$ cat config.mk
export PLATFORM = sky130hd
export DESIGN_NAME = twm_timer_ctrl
export DESIGN_NICKNAME = d
export VERILOG_FILES = /design/src/hdl/twm_pkg.sv /design/src/hdl/twm_timer_ctrl.sv
export VERILOG_INCLUDE_DIRS = /design/src /design/src/hdl
export SDC_FILE = /design/constraint.sdc
export NUM_CORES = 1
export LEC_CHECK = 0
export BUFFER_PORTS_ARGS = -buffer_cell sky130_fd_sc_hd__buf_2
export CAP_MARGIN = 20
export CELL_PAD_IN_SITES_DETAIL_PLACEMENT = 1
export CELL_PAD_IN_SITES_GLOBAL_PLACEMENT = 2
export CORE_AREA = 2 2 194 196
export CTS_CLUSTER_DIAMETER = 100
export DETAILED_ROUTE_END_ITERATION = 8
export DIE_AREA = 0 0 196 198
export PLACE_DENSITY = 0.88
export SYNTH_ARGS = -nofsm -noshare
export SYNTH_HDL_FRONTEND = slang
export SYNTH_SLANG_ARGS = --single-unit
$ cat constraint.sdc
create_clock -name hclk -period 8 [get_ports hclk]
set_input_delay 0.4 -clock hclk [delete_from_list [all_inputs] [get_ports hclk]]
set_output_delay 0.4 -clock hclk [all_outputs]
set_load 0.1 [all_outputs]
$ cat src/hdl/twm_defs.svh
// register indices, reset values and command codes of the timer control block
`ifndef TWM_DEFS_SVH
`define TWM_DEFS_SVH
// register indices; byte address is four times the index
`define TWM_IDX_CTRLA 8'h00
`define TWM_IDX_CTRLB 8'h01
`define TWM_IDX_FORCE 8'h02
`define TWM_IDX_SPLIT 8'h03
`define TWM_IDX_CMD_CLR 8'h04
`define TWM_IDX_CMD_SET 8'h05
`define TWM_IDX_BV_CLR 8'h06
`define TWM_IDX_BV_SET 8'h07
`define TWM_IDX_FLAGS 8'h0B
`define TWM_IDX_CNT 8'h20
`define TWM_IDX_PERIOD 8'h26
`define TWM_IDX_CMP_CH0 8'h28
`define TWM_IDX_CMP1 8'h2A
`define TWM_IDX_CMP2 8'h2C
`define TWM_IDX_PERIOD_BUF 8'h36
`define TWM_IDX_CMPBUF0 8'h38
`define TWM_IDX_CMPBUF1 8'h3A
`define TWM_IDX_CMPBUF2 8'h3C
// command codes in the command field
`define TWM_CMD_NONE 2'h0
`define TWM_CMD_UPDATE 2'h1
`define TWM_CMD_RESTART 2'h2
`define TWM_CMD_HARD_RESET 2'h3
// reset values and other constants
`define TWM_PERIOD_RESET 16'hFFFF
`define TWM_ZERO16 16'h0000
`define TWM_ZERO32 32'h00000000
`define TWM_ONE16 16'h0001
`define TWM_ONE8 8'h01
`endif

$ cat src/hdl/twm_pkg.sv
// types shared by the timer wave mode and update control block
package twm_pkg;
	// waveform mode encodings
	typedef enum logic [2:0] {
		TWM_NORMAL = 3'h0,
		TWM_FREQUENCY_WAVE_MODE = 3'h1,
		TWM_RSVD_2 = 3'h2,
		TWM_ONE_RAMP_PWM_MODE = 3'h3,
		TWM_RSVD_4 = 3'h4,
		TWM_TWO_RAMP_WRAP_AT_TOP = 3'h5,
		TWM_TWO_RAMP_WRAP_AT_BOTH = 3'h6,
		TWM_TWO_RAMP_WRAP_AT_BOTTOM = 3'h7
	} twm_mode_e;
	// waveform outputs toward the port pins
	typedef struct packed {
		logic [2:0] level;
		logic [2:0] override;
	} twm_pins_s;
	// the whole state of the block
	typedef struct packed {
		logic enable;
		twm_mode_e wave_mode_select;
		logic [2:0] compare_pin_output_enable;
		logic auto_update_lock;
		logic [2:0] wg;
		logic dual_eight_bit_select;
		logic update_lock;
		logic dir;
		logic [3:0] bv;
		logic wrap_flag;
		logic [15:0] cnt;
		logic [15:0] period_value;
		logic [2:0][15:0] cmp;
		logic [15:0] period_buffer;
		logic [2:0][15:0] compare_buffer;
		logic [2:0] pin_ovr;
		logic ph_write;
		logic ph_hit;
		logic [7:0] ph_idx;
		logic rd_pend;
		logic [31:0] hrdata;
	} twm_state_s;
endpackage

$ cat src/hdl/twm_timer_ctrl.sv
// timer wave mode, output forcing, commands, update lock and buffer valid control
//
// The AHB-Lite interface to the registers was left to the implementer.
`timescale 1ns/1ns
`include "twm_defs.svh"

// Summary of operation
// - mode 0 normal, 1 frequency, channel zero top
// - mode 3 single slope, events at bottom
// - modes 5-7 dual slope, wrap varies
// - normal mode drives no waveform
// - waveform reaches pin only when enabled
// - force bits set levels while stopped
// - split bit makes two 8-bit counters
// - clear alias clears only one bits
// - set alias sets only one bits
// - command none, update, restart; reads zero
// - hard reset command ignored while enabled
// - unlocked update copies buffers at once
// - locked update copies no buffers
// - direction bit, software may change it
// - compare buffer write sets its flag
// - period buffer write sets its flag
// - update clears all buffer valid flags
// - auto lock holds lock until buffers valid
// - wrap flag sticky, cleared by one write
module twm_timer_ctrl (
	// clock and reset
	input wire logic hclk,
	input wire logic hresetn,
	// ahb-lite slave
	input wire logic hsel,
	input wire logic [31:0] haddr,
	input wire logic [1:0] htrans,
	input wire logic hwrite,
	input wire logic [2:0] hsize,
	input wire logic [31:0] hwdata,
	input wire logic hready,
	output logic hreadyout,
	output logic hresp,
	output logic [31:0] hrdata,
	// waveform pins
	output twm_pkg::twm_pins_s wave_pins
);
	import twm_pkg::*;

	twm_state_s s; // registered state
	twm_state_s next_s; // next state
	logic wr_fire; // write data phase completes now
	logic [7:0] wr_idx; // register index being written
	logic [1:0] cmd; // command issued this cycle
	logic hard_rst; // accepted hard reset command
	logic [15:0] top; // current top value
	logic up_wrap; // counting up and at top
	logic dn_wrap; // counting down and at bottom
	logic upd_ev; // update condition from the counter
	logic wrap_ev; // wrap event from the counter
	logic upd; // any update condition
	logic dual; // a dual slope mode is selected
	logic all_bv; // every enabled channel buffer is valid

	// byte address to register index, upper bits must be zero
	function automatic logic [8:0] decode(input logic [31:0] a);
		decode = {(a[31:10] == 22'h000000) && (a[1:0] == 2'h0), a[9:2]};
	endfunction

	// read view of a register; command bits always read zero
	function automatic logic [31:0] read_reg(input twm_state_s r, input logic [7:0] i);
		read_reg = `TWM_ZERO32;
		case (i)
			`TWM_IDX_CTRLA: read_reg[0] = r.enable;
			`TWM_IDX_CTRLB: read_reg[6:0] = {r.compare_pin_output_enable, r.auto_update_lock,
				r.wave_mode_select};
			`TWM_IDX_FORCE: read_reg[2:0] = r.wg;
			`TWM_IDX_SPLIT: read_reg[0] = r.dual_eight_bit_select;
			`TWM_IDX_CMD_CLR, `TWM_IDX_CMD_SET: read_reg[1:0] = {r.update_lock, r.dir};
			`TWM_IDX_BV_CLR, `TWM_IDX_BV_SET: read_reg[3:0] = r.bv;
			`TWM_IDX_FLAGS: read_reg[0] = r.wrap_flag;
			`TWM_IDX_CNT: read_reg[15:0] = r.cnt;
			`TWM_IDX_PERIOD: read_reg[15:0] = r.period_value;
			`TWM_IDX_CMP_CH0: read_reg[15:0] = r.cmp[0];
			`TWM_IDX_CMP1: read_reg[15:0] = r.cmp[1];
			`TWM_IDX_CMP2: read_reg[15:0] = r.cmp[2];
			`TWM_IDX_PERIOD_BUF: read_reg[15:0] = r.period_buffer;
			`TWM_IDX_CMPBUF0: read_reg[15:0] = r.compare_buffer[0];
			`TWM_IDX_CMPBUF1: read_reg[15:0] = r.compare_buffer[1];
			`TWM_IDX_CMPBUF2: read_reg[15:0] = r.compare_buffer[2];
			default: read_reg = `TWM_ZERO32;
		endcase
	endfunction

	// bus answers: reads take one wait state so data comes from a flop
	assign hreadyout = !s.rd_pend;
	assign hresp = 1'b0;
	assign hrdata = s.hrdata;
	assign wave_pins.level = s.wg;
	assign wave_pins.override = s.pin_ovr;

	// counter event decode, shared by the update and wrap logic
	always_comb begin
		wr_fire = s.ph_write && s.ph_hit;
		wr_idx = s.ph_idx;
		cmd = (wr_fire && wr_idx == `TWM_IDX_CMD_SET) ? hwdata[3:2] : `TWM_CMD_NONE;
		// hard reset only honoured while stopped
		hard_rst = (cmd == `TWM_CMD_HARD_RESET) && !s.enable;
		// frequency mode takes channel zero as top
		top = (s.wave_mode_select == TWM_FREQUENCY_WAVE_MODE) ? s.cmp[0] : s.period_value;
		up_wrap = s.enable && !s.dual_eight_bit_select && !s.dir && (s.cnt == top);
		dn_wrap = s.enable && !s.dual_eight_bit_select && s.dir && (s.cnt == `TWM_ZERO16);
		dual = s.wave_mode_select[2] && (s.wave_mode_select[1:0] != 2'h0);
		upd_ev = 1'b0;
		wrap_ev = 1'b0;
		case (s.wave_mode_select)
			TWM_NORMAL, TWM_FREQUENCY_WAVE_MODE: begin
				// top when counting up only
				upd_ev = up_wrap;
				wrap_ev = up_wrap;
			end
			TWM_ONE_RAMP_PWM_MODE: begin
				// the wrap past top lands on bottom
				upd_ev = up_wrap || dn_wrap;
				wrap_ev = up_wrap || dn_wrap;
			end
			TWM_TWO_RAMP_WRAP_AT_TOP: begin
				upd_ev = dn_wrap;
				wrap_ev = up_wrap;
			end
			TWM_TWO_RAMP_WRAP_AT_BOTH: begin
				upd_ev = dn_wrap;
				wrap_ev = up_wrap || dn_wrap;
			end
			TWM_TWO_RAMP_WRAP_AT_BOTTOM: begin
				upd_ev = dn_wrap;
				wrap_ev = dn_wrap;
			end
			default: begin
				// reserved modes raise no events
				upd_ev = 1'b0;
				wrap_ev = 1'b0;
			end
		endcase
		upd = upd_ev || (cmd == `TWM_CMD_UPDATE);
		// an empty set of enabled channels counts as all valid
		all_bv = ((s.bv[3:1] | ~s.compare_pin_output_enable) == 3'h7);
	end

	// next state: counter, update, bus writes, flags, each later step winning over the earlier ones
	always_comb begin
		next_s = s;
		// counter step, hardware side of the direction bit
		if (s.enable && s.dual_eight_bit_select) begin
			// two independent 8-bit down counters
			next_s.cnt[7:0] = (s.cnt[7:0] == 8'h00) ? s.period_value[7:0] :
				s.cnt[7:0] - `TWM_ONE8;
			next_s.cnt[15:8] = (s.cnt[15:8] == 8'h00) ? s.period_value[15:8] :
				s.cnt[15:8] - `TWM_ONE8;
		end else if (s.enable) begin
			if (dual && up_wrap) begin
				next_s.dir = 1'b1;
				next_s.cnt = s.cnt - `TWM_ONE16;
			end else if (dual && dn_wrap) begin
				next_s.dir = 1'b0;
				next_s.cnt = s.cnt + `TWM_ONE16;
			end else if (up_wrap) begin
				next_s.cnt = `TWM_ZERO16;
			end else if (dn_wrap) begin
				next_s.cnt = top;
			end else begin
				// direction bit picks the count sense
				next_s.cnt = s.dir ? s.cnt - `TWM_ONE16 : s.cnt + `TWM_ONE16;
			end
		end
		// waveform generator levels while running
		if (s.enable && !s.dual_eight_bit_select) begin
			for (int n = 0; n < 3; n++) begin
				if (s.wave_mode_select == TWM_FREQUENCY_WAVE_MODE) begin
					next_s.wg[n] = up_wrap ? !s.wg[n] : s.wg[n];
				end else if (s.wave_mode_select == TWM_ONE_RAMP_PWM_MODE || dual) begin
					next_s.wg[n] = (s.cnt < s.cmp[n]);
				end
			end
		end
		// pins follow the generator in every mode but normal, reserved modes included, and per channel enable
		next_s.pin_ovr = (s.wave_mode_select == TWM_NORMAL) ? 3'h0 :
			s.compare_pin_output_enable;
		// update condition: transfer only when unlocked
		if (upd && !s.update_lock) begin
			if (s.bv[0]) begin
				next_s.period_value = s.period_buffer;
			end
			for (int n = 0; n < 3; n++) begin
				if (s.bv[n+1]) begin
					next_s.cmp[n] = s.compare_buffer[n];
				end
			end
		end
		// lock stops every transfer, flags clear regardless
		if (upd) begin
			next_s.bv = 4'h0;
		end
		// auto lock: release when all enabled buffers valid, relock at update
		if (s.auto_update_lock) begin
			if (upd) begin
				next_s.update_lock = 1'b1;
			end else if (all_bv) begin
				next_s.update_lock = 1'b0;
			end
		end
		// restart puts the counter at bottom counting up
		if (cmd == `TWM_CMD_RESTART) begin
			next_s.cnt = `TWM_ZERO16;
			next_s.dir = 1'b0;
		end
		// bus write, software wins over counter hardware
		if (wr_fire) begin
			case (wr_idx)
				`TWM_IDX_CTRLA: next_s.enable = hwdata[0];
				`TWM_IDX_CTRLB: begin
					next_s.wave_mode_select = twm_mode_e'(hwdata[2:0]);
					next_s.auto_update_lock = hwdata[3];
					next_s.compare_pin_output_enable = hwdata[6:4];
					// turning auto lock on locks at once
					if (hwdata[3] && !s.auto_update_lock) begin
						next_s.update_lock = 1'b1;
					end
				end
				`TWM_IDX_FORCE: begin
					// direct level access only while stopped
					if (!s.enable) begin
						next_s.wg = hwdata[2:0];
					end
				end
				`TWM_IDX_SPLIT: next_s.dual_eight_bit_select = hwdata[0];
				`TWM_IDX_CMD_CLR: begin
					// from next_s so a same-cycle auto relock or reversal survives
					next_s.update_lock = next_s.update_lock & ~hwdata[1];
					next_s.dir = next_s.dir & ~hwdata[0];
				end
				`TWM_IDX_CMD_SET: begin
					next_s.update_lock = next_s.update_lock | hwdata[1];
					next_s.dir = next_s.dir | hwdata[0];
				end
				`TWM_IDX_BV_CLR: next_s.bv = next_s.bv & ~hwdata[3:0];
				`TWM_IDX_BV_SET: next_s.bv = next_s.bv | hwdata[3:0];
				`TWM_IDX_CNT: next_s.cnt = hwdata[15:0];
				`TWM_IDX_PERIOD: next_s.period_value = hwdata[15:0];
				`TWM_IDX_CMP_CH0: next_s.cmp[0] = hwdata[15:0];
				`TWM_IDX_CMP1: next_s.cmp[1] = hwdata[15:0];
				`TWM_IDX_CMP2: next_s.cmp[2] = hwdata[15:0];
				`TWM_IDX_PERIOD_BUF: begin
					// a write beats a same-cycle update clear
					next_s.period_buffer = hwdata[15:0];
					next_s.bv[0] = 1'b1;
				end
				`TWM_IDX_CMPBUF0: begin
					next_s.compare_buffer[0] = hwdata[15:0];
					next_s.bv[1] = 1'b1;
				end
				`TWM_IDX_CMPBUF1: begin
					next_s.compare_buffer[1] = hwdata[15:0];
					next_s.bv[2] = 1'b1;
				end
				`TWM_IDX_CMPBUF2: begin
					next_s.compare_buffer[2] = hwdata[15:0];
					next_s.bv[3] = 1'b1;
				end
				default: next_s.enable = next_s.enable;
			endcase
		end
		// wrap flag: write one clears, a same-cycle event still sets it
		if (wr_fire && wr_idx == `TWM_IDX_FLAGS && hwdata[0]) begin
			next_s.wrap_flag = 1'b0;
		end
		if (wrap_ev) begin
			next_s.wrap_flag = 1'b1;
		end
		// hard reset returns every timer field to its reset value
		if (hard_rst) begin
			next_s.enable = 1'b0;
			next_s.wave_mode_select = TWM_NORMAL;
			next_s.compare_pin_output_enable = 3'h0;
			next_s.auto_update_lock = 1'b0;
			next_s.wg = 3'h0;
			next_s.dual_eight_bit_select = 1'b0;
			next_s.update_lock = 1'b0;
			next_s.dir = 1'b0;
			next_s.bv = 4'h0;
			next_s.wrap_flag = 1'b0;
			next_s.cnt = `TWM_ZERO16;
			next_s.period_value = `TWM_PERIOD_RESET;
			next_s.cmp = '0;
			next_s.period_buffer = `TWM_PERIOD_RESET;
			next_s.compare_buffer = '0;
			next_s.pin_ovr = 3'h0;
		end
		// bus pipeline: read data loads in the wait cycle
		next_s.ph_write = 1'b0;
		if (s.rd_pend) begin
			next_s.hrdata = s.ph_hit ? read_reg(s, s.ph_idx) : `TWM_ZERO32;
			next_s.rd_pend = 1'b0;
		end
		if (hsel && htrans[1] && hready) begin
			// unmapped addresses read zero and drop writes
			{next_s.ph_hit, next_s.ph_idx} = decode(haddr);
			next_s.ph_write = hwrite;
			next_s.rd_pend = !hwrite;
		end
	end

	// single state register
	always_ff @(posedge hclk or negedge hresetn) begin
		if (!hresetn) begin
			s <= '0;
			s.period_value <= `TWM_PERIOD_RESET;
			s.period_buffer <= `TWM_PERIOD_RESET;
		end else begin
			s <= next_s;
		end
	end
endmodule // twm_timer_ctrl

==> flow_summary.json <==
{
  "ys_ff_latch": 193,
  "area.growth.synth_to_final_pct": 9.02,
  "worst_ep_arrival_time_ns": 4.98,
  "syn_inst": 1468,
  "reg2reg_depth": 9,
  "timing.final.ws_setup_ns": 3.36,
  "antenna_found_initial": 0,
  "clock_skew_ns": 0.0177,
  "postRouteAntennaNets": 0,
  "tns_ns": 0,
  "grt_pass1_wl_mm": 78.5,
  "cp-startpoint": "s[205]",
  "status": "complete, no violations",
  "drive_gt1_share_pct": 14.1,
  "cpMaxStageDelayCell": "nor3b_4",
  "crit_top_cell": "mux2i_1",
  "num_io_pins": 114,
  "grt_overflow_total": 0,
  "cts.path.max_buffers": 2,
  "wl_mm": 51.6,
  "fin_crit_ns": 4.64,
  "cts_resized": 0,
  "ys_warn_count": 0,
  "hold_buffers": 1,
  "grt_pass1_vias": 12479,
  "die_y_um": 198,
  "worstPathCellList": "nor3b_4, mux2i_1, xnor2_1, nor3_2, nand4_4, a211oi_4, buf_4, mux2i_1, a31oi_1",
  "timing.fmax_mhz": 216,
  "path_class": "flip-flop to flip-flop",
  "slew_headroom_pct": 25.8,
  "num_vias": 12395,
  "endpoint": "s[165]",
  "synth-edff-count": 0,
  "insertion_delay_ns": 0.45,
  "crit_path_end_kind": "flip-flop",
  "netlist_area_sq_um": 13100,
  "synth-seq-area-share_pct": 37.3,
  "start_kind": "flip-flop",
  "avgSynthCellArea_sq_um": 8.90,
  "rr_endpoint": "s[165]",
  "cts.sinks": 193,
  "dp_hpwl_mm": 35.2,
  "fp.dieW_um": 196,
  "rows": 71,
  "dr.pass1.iters": 5,
  "drt_iter0_drc": 1300,
  "path_clk_slew_ns": 0.08,
  "fp.coreArea_sq_um": 37000,
  "finalWeightedCongestion": 0.896,
  "final-setup-viol-count": 0,
  "crit_required_ns": 8.34,
  "slew_viol_final": 0,
  "grt_max_degree": 70,
  "place_ws_ns": 3.52,
  "power.density_nw_per_um2": 204,
  "critical-path-max-stage-delay_ns": 0.97,
  "wire_per_inst_um": 26.6,
  "fillers": 4321,
  "num_antenna_cells": 0,
  "synth-main-ff-cell": "dfrtp_1",
  "io_buffers": 76,
  "numCtsBuffers": 17,
  "ir_drop_v": 0.000147,
  "timing.rr.start": "s[205]",
  "track_usage_pct": 26.6,
  "drv_cap": 0,
  "min-delay-path-class": "input port to flip-flop",
  "synth_cell_types": 78,
  "viasPerCell": 6.40,
  "min_period_over_period_pct": 58.0,
  "drc": 0,
  "power.leakage_nw": 5.86,
  "cp_max_fo": 23,
  "post-cts-setup-buffer-count": 0,
  "finalHoldViolations": 0,
  "cts_htree_levels": 4,
  "rsz0062_at_grt": "false",
  "async_reset_ff_share_pct": 100,
  "clockRootBuffer": "clkbuf_16",
  "r2r_slack_ns": 3.36,
  "cts_tree": "done",
  "max_slew.worst_pin.slew_ns": 1.11,
  "initial_utilization_pct": 35.4,
  "nNetsFinal": 1576,
  "die_area_sq_um": 38800
}
logic make-up after synthesis:
group                      count (synthesis)  share of synthesized area [%]
AOI/OAI and AO/OA                        514                           27.2
and+or+nand+nor                          349                           13.0
buffers and inverters                    231                           8.03
DFF                                      193                           37.3
muxes                                     91                           7.10
adders and majority gates                 51                           4.88
xor gates and xnor gates                  38                           2.55
other                                      1                         0.0287
sequential cells by signal (all words and copies together), names as in the netlist:
signal / cells
wr_idx: 8
wave_pins: 6
s: 163
hrdata: 16
critical path, delay by kind of cell, from the launching register on:
family / cells / cell delay [ns]
xor gates and xnor gates: 1 / 0.13
and+or+nand+nor: 3 / 1.73
AOI/OAI and AO/OA: 2 / 0.85
DFF: 1 / 0.67
buffers and inverters: 1 / 0.37
muxes: 2 / 0.75
per-layer routing:
layer	GRT usage [%]	up-vias	part of all wire [%]	wire length, um
met4	9.74	0	3.3	1710
met2	42.4	563	46	24000
met5	0	-	0	0
met1	36.0	6344	43	22000
li1	-	5375	-	-
met3	4.75	113	7.6	3910
placed cells by master (no fill, tap or decap), drive strengths merged, types with 20 or more instances in the layout:
| cell type | netlist | final |
|---|---|---|
| clkbuf | 91 | 20 |
| ha | 51 | 51 |
| a221oi | 22 | 22 |
| a31oi | 27 | 27 |
| dfrtp | 161 | 161 |
| a22o | 70 | 70 |
| buf | 66 | 103 |
| nor3 | 21 | 21 |
| a21oi | 130 | 130 |
| mux2i | 77 | 77 |
| nor4 | 21 | 21 |
| a22oi | 30 | 30 |
| nand3 | 37 | 37 |
| inv | 73 | 81 |
| xnor2 | 23 | 23 |
| nand2 | 81 | 81 |
| o21ai | 98 | 98 |
| nor2 | 109 | 109 |
| dfstp | 32 | 32 |
stage by stage:
step	hold WS (ns)	utilization, %	total power, W	cell area (sq um)	cells
finish	0.137	38.6	0.00291	14300	1938
global route	0.137	38.6	0.00305	14300	1938
CTS	0.122	38.4	0.00290	14200	1936
detailed placement	0.440	36.8	0.00203	13600	1903
global placement	0.443	36.8	0.00199	13600	1903
floorplan	0.104	-	0.00175	13100	1484
synth_stat cells, types with 5 or more instances:
cell	n	area [sq um]
a222oi_1	14	140
o2bb2ai_1	11	96.3
mux2_2	13	146
dfrtp_1	161	4030
and3_1	7	43.8
nor3b_1	6	45.0
buf_4	39	293
o21a_1	7	52.6
xnor2_1	23	201
o221ai_1	14	123
and2_1	7	43.8
o31ai_1	5	37.5
ha_1	51	638
buf_1	18	67.6
a31oi_1	27	169
mux2i_1	77	771
buf_2	5	25.0
xor2_1	15	131
a221oi_1	22	193
o211ai_1	9	67.6
a22oi_1	30	225
nor4_1	21	131
nand2b_1	11	68.8
o21ai_0	92	460
nand2_1	81	304
clkbuf_1	91	342
o21ai_1	6	30.0
nand4_1	18	113
nor2b_1	14	87.6
o22ai_1	9	56.3
a22o_1	70	613
inv_1	73	274
nand3_1	37	185
nor3_1	20	100
dfstp_2	32	841
nor2_1	109	409
a211oi_1	6	45.0
a21oi_1	130	651
a32oi_1	8	70.1
a21o_1	11	82.6
worst min-delay path by stage:
stage                  from         to  slack [ns]  depth (start not counted)
floorplan           hresetn  hrdata[0]        0.10                          0
finish               hwrite      s[32]        0.14                          2
global placement    hresetn      s[87]        0.44                          1
detailed placement  hresetn      s[87]        0.44                          1
global route         hwrite      s[32]        0.14                          2
CTS                  hwrite      s[32]        0.12                          2
cell type report:
class | instances | area (sq um) | area share (%)
clock inverter | 13 | 141 | 0.992
clock buffer | 19 | 433 | 3.04
timing repair buffer | 105 | 649 | 4.56
tap | 474 | 593 | 4.16
inverter | 74 | 278 | 1.95
multi-input combinational | 1060 | 7290 | 51.1
sequential | 193 | 4870 | 34.2
report_power, final:
part	total, W	leakage [nW]	internal (W)	switching [W]
Combinational	0.000783	3.20	0.000321	0.000462
Clock	0.000877	0.279	0.000443	0.000433
Sequential	0.00125	2.38	0.00103	0.000221
Note: power is estimated with default switching activity, not from simulation.
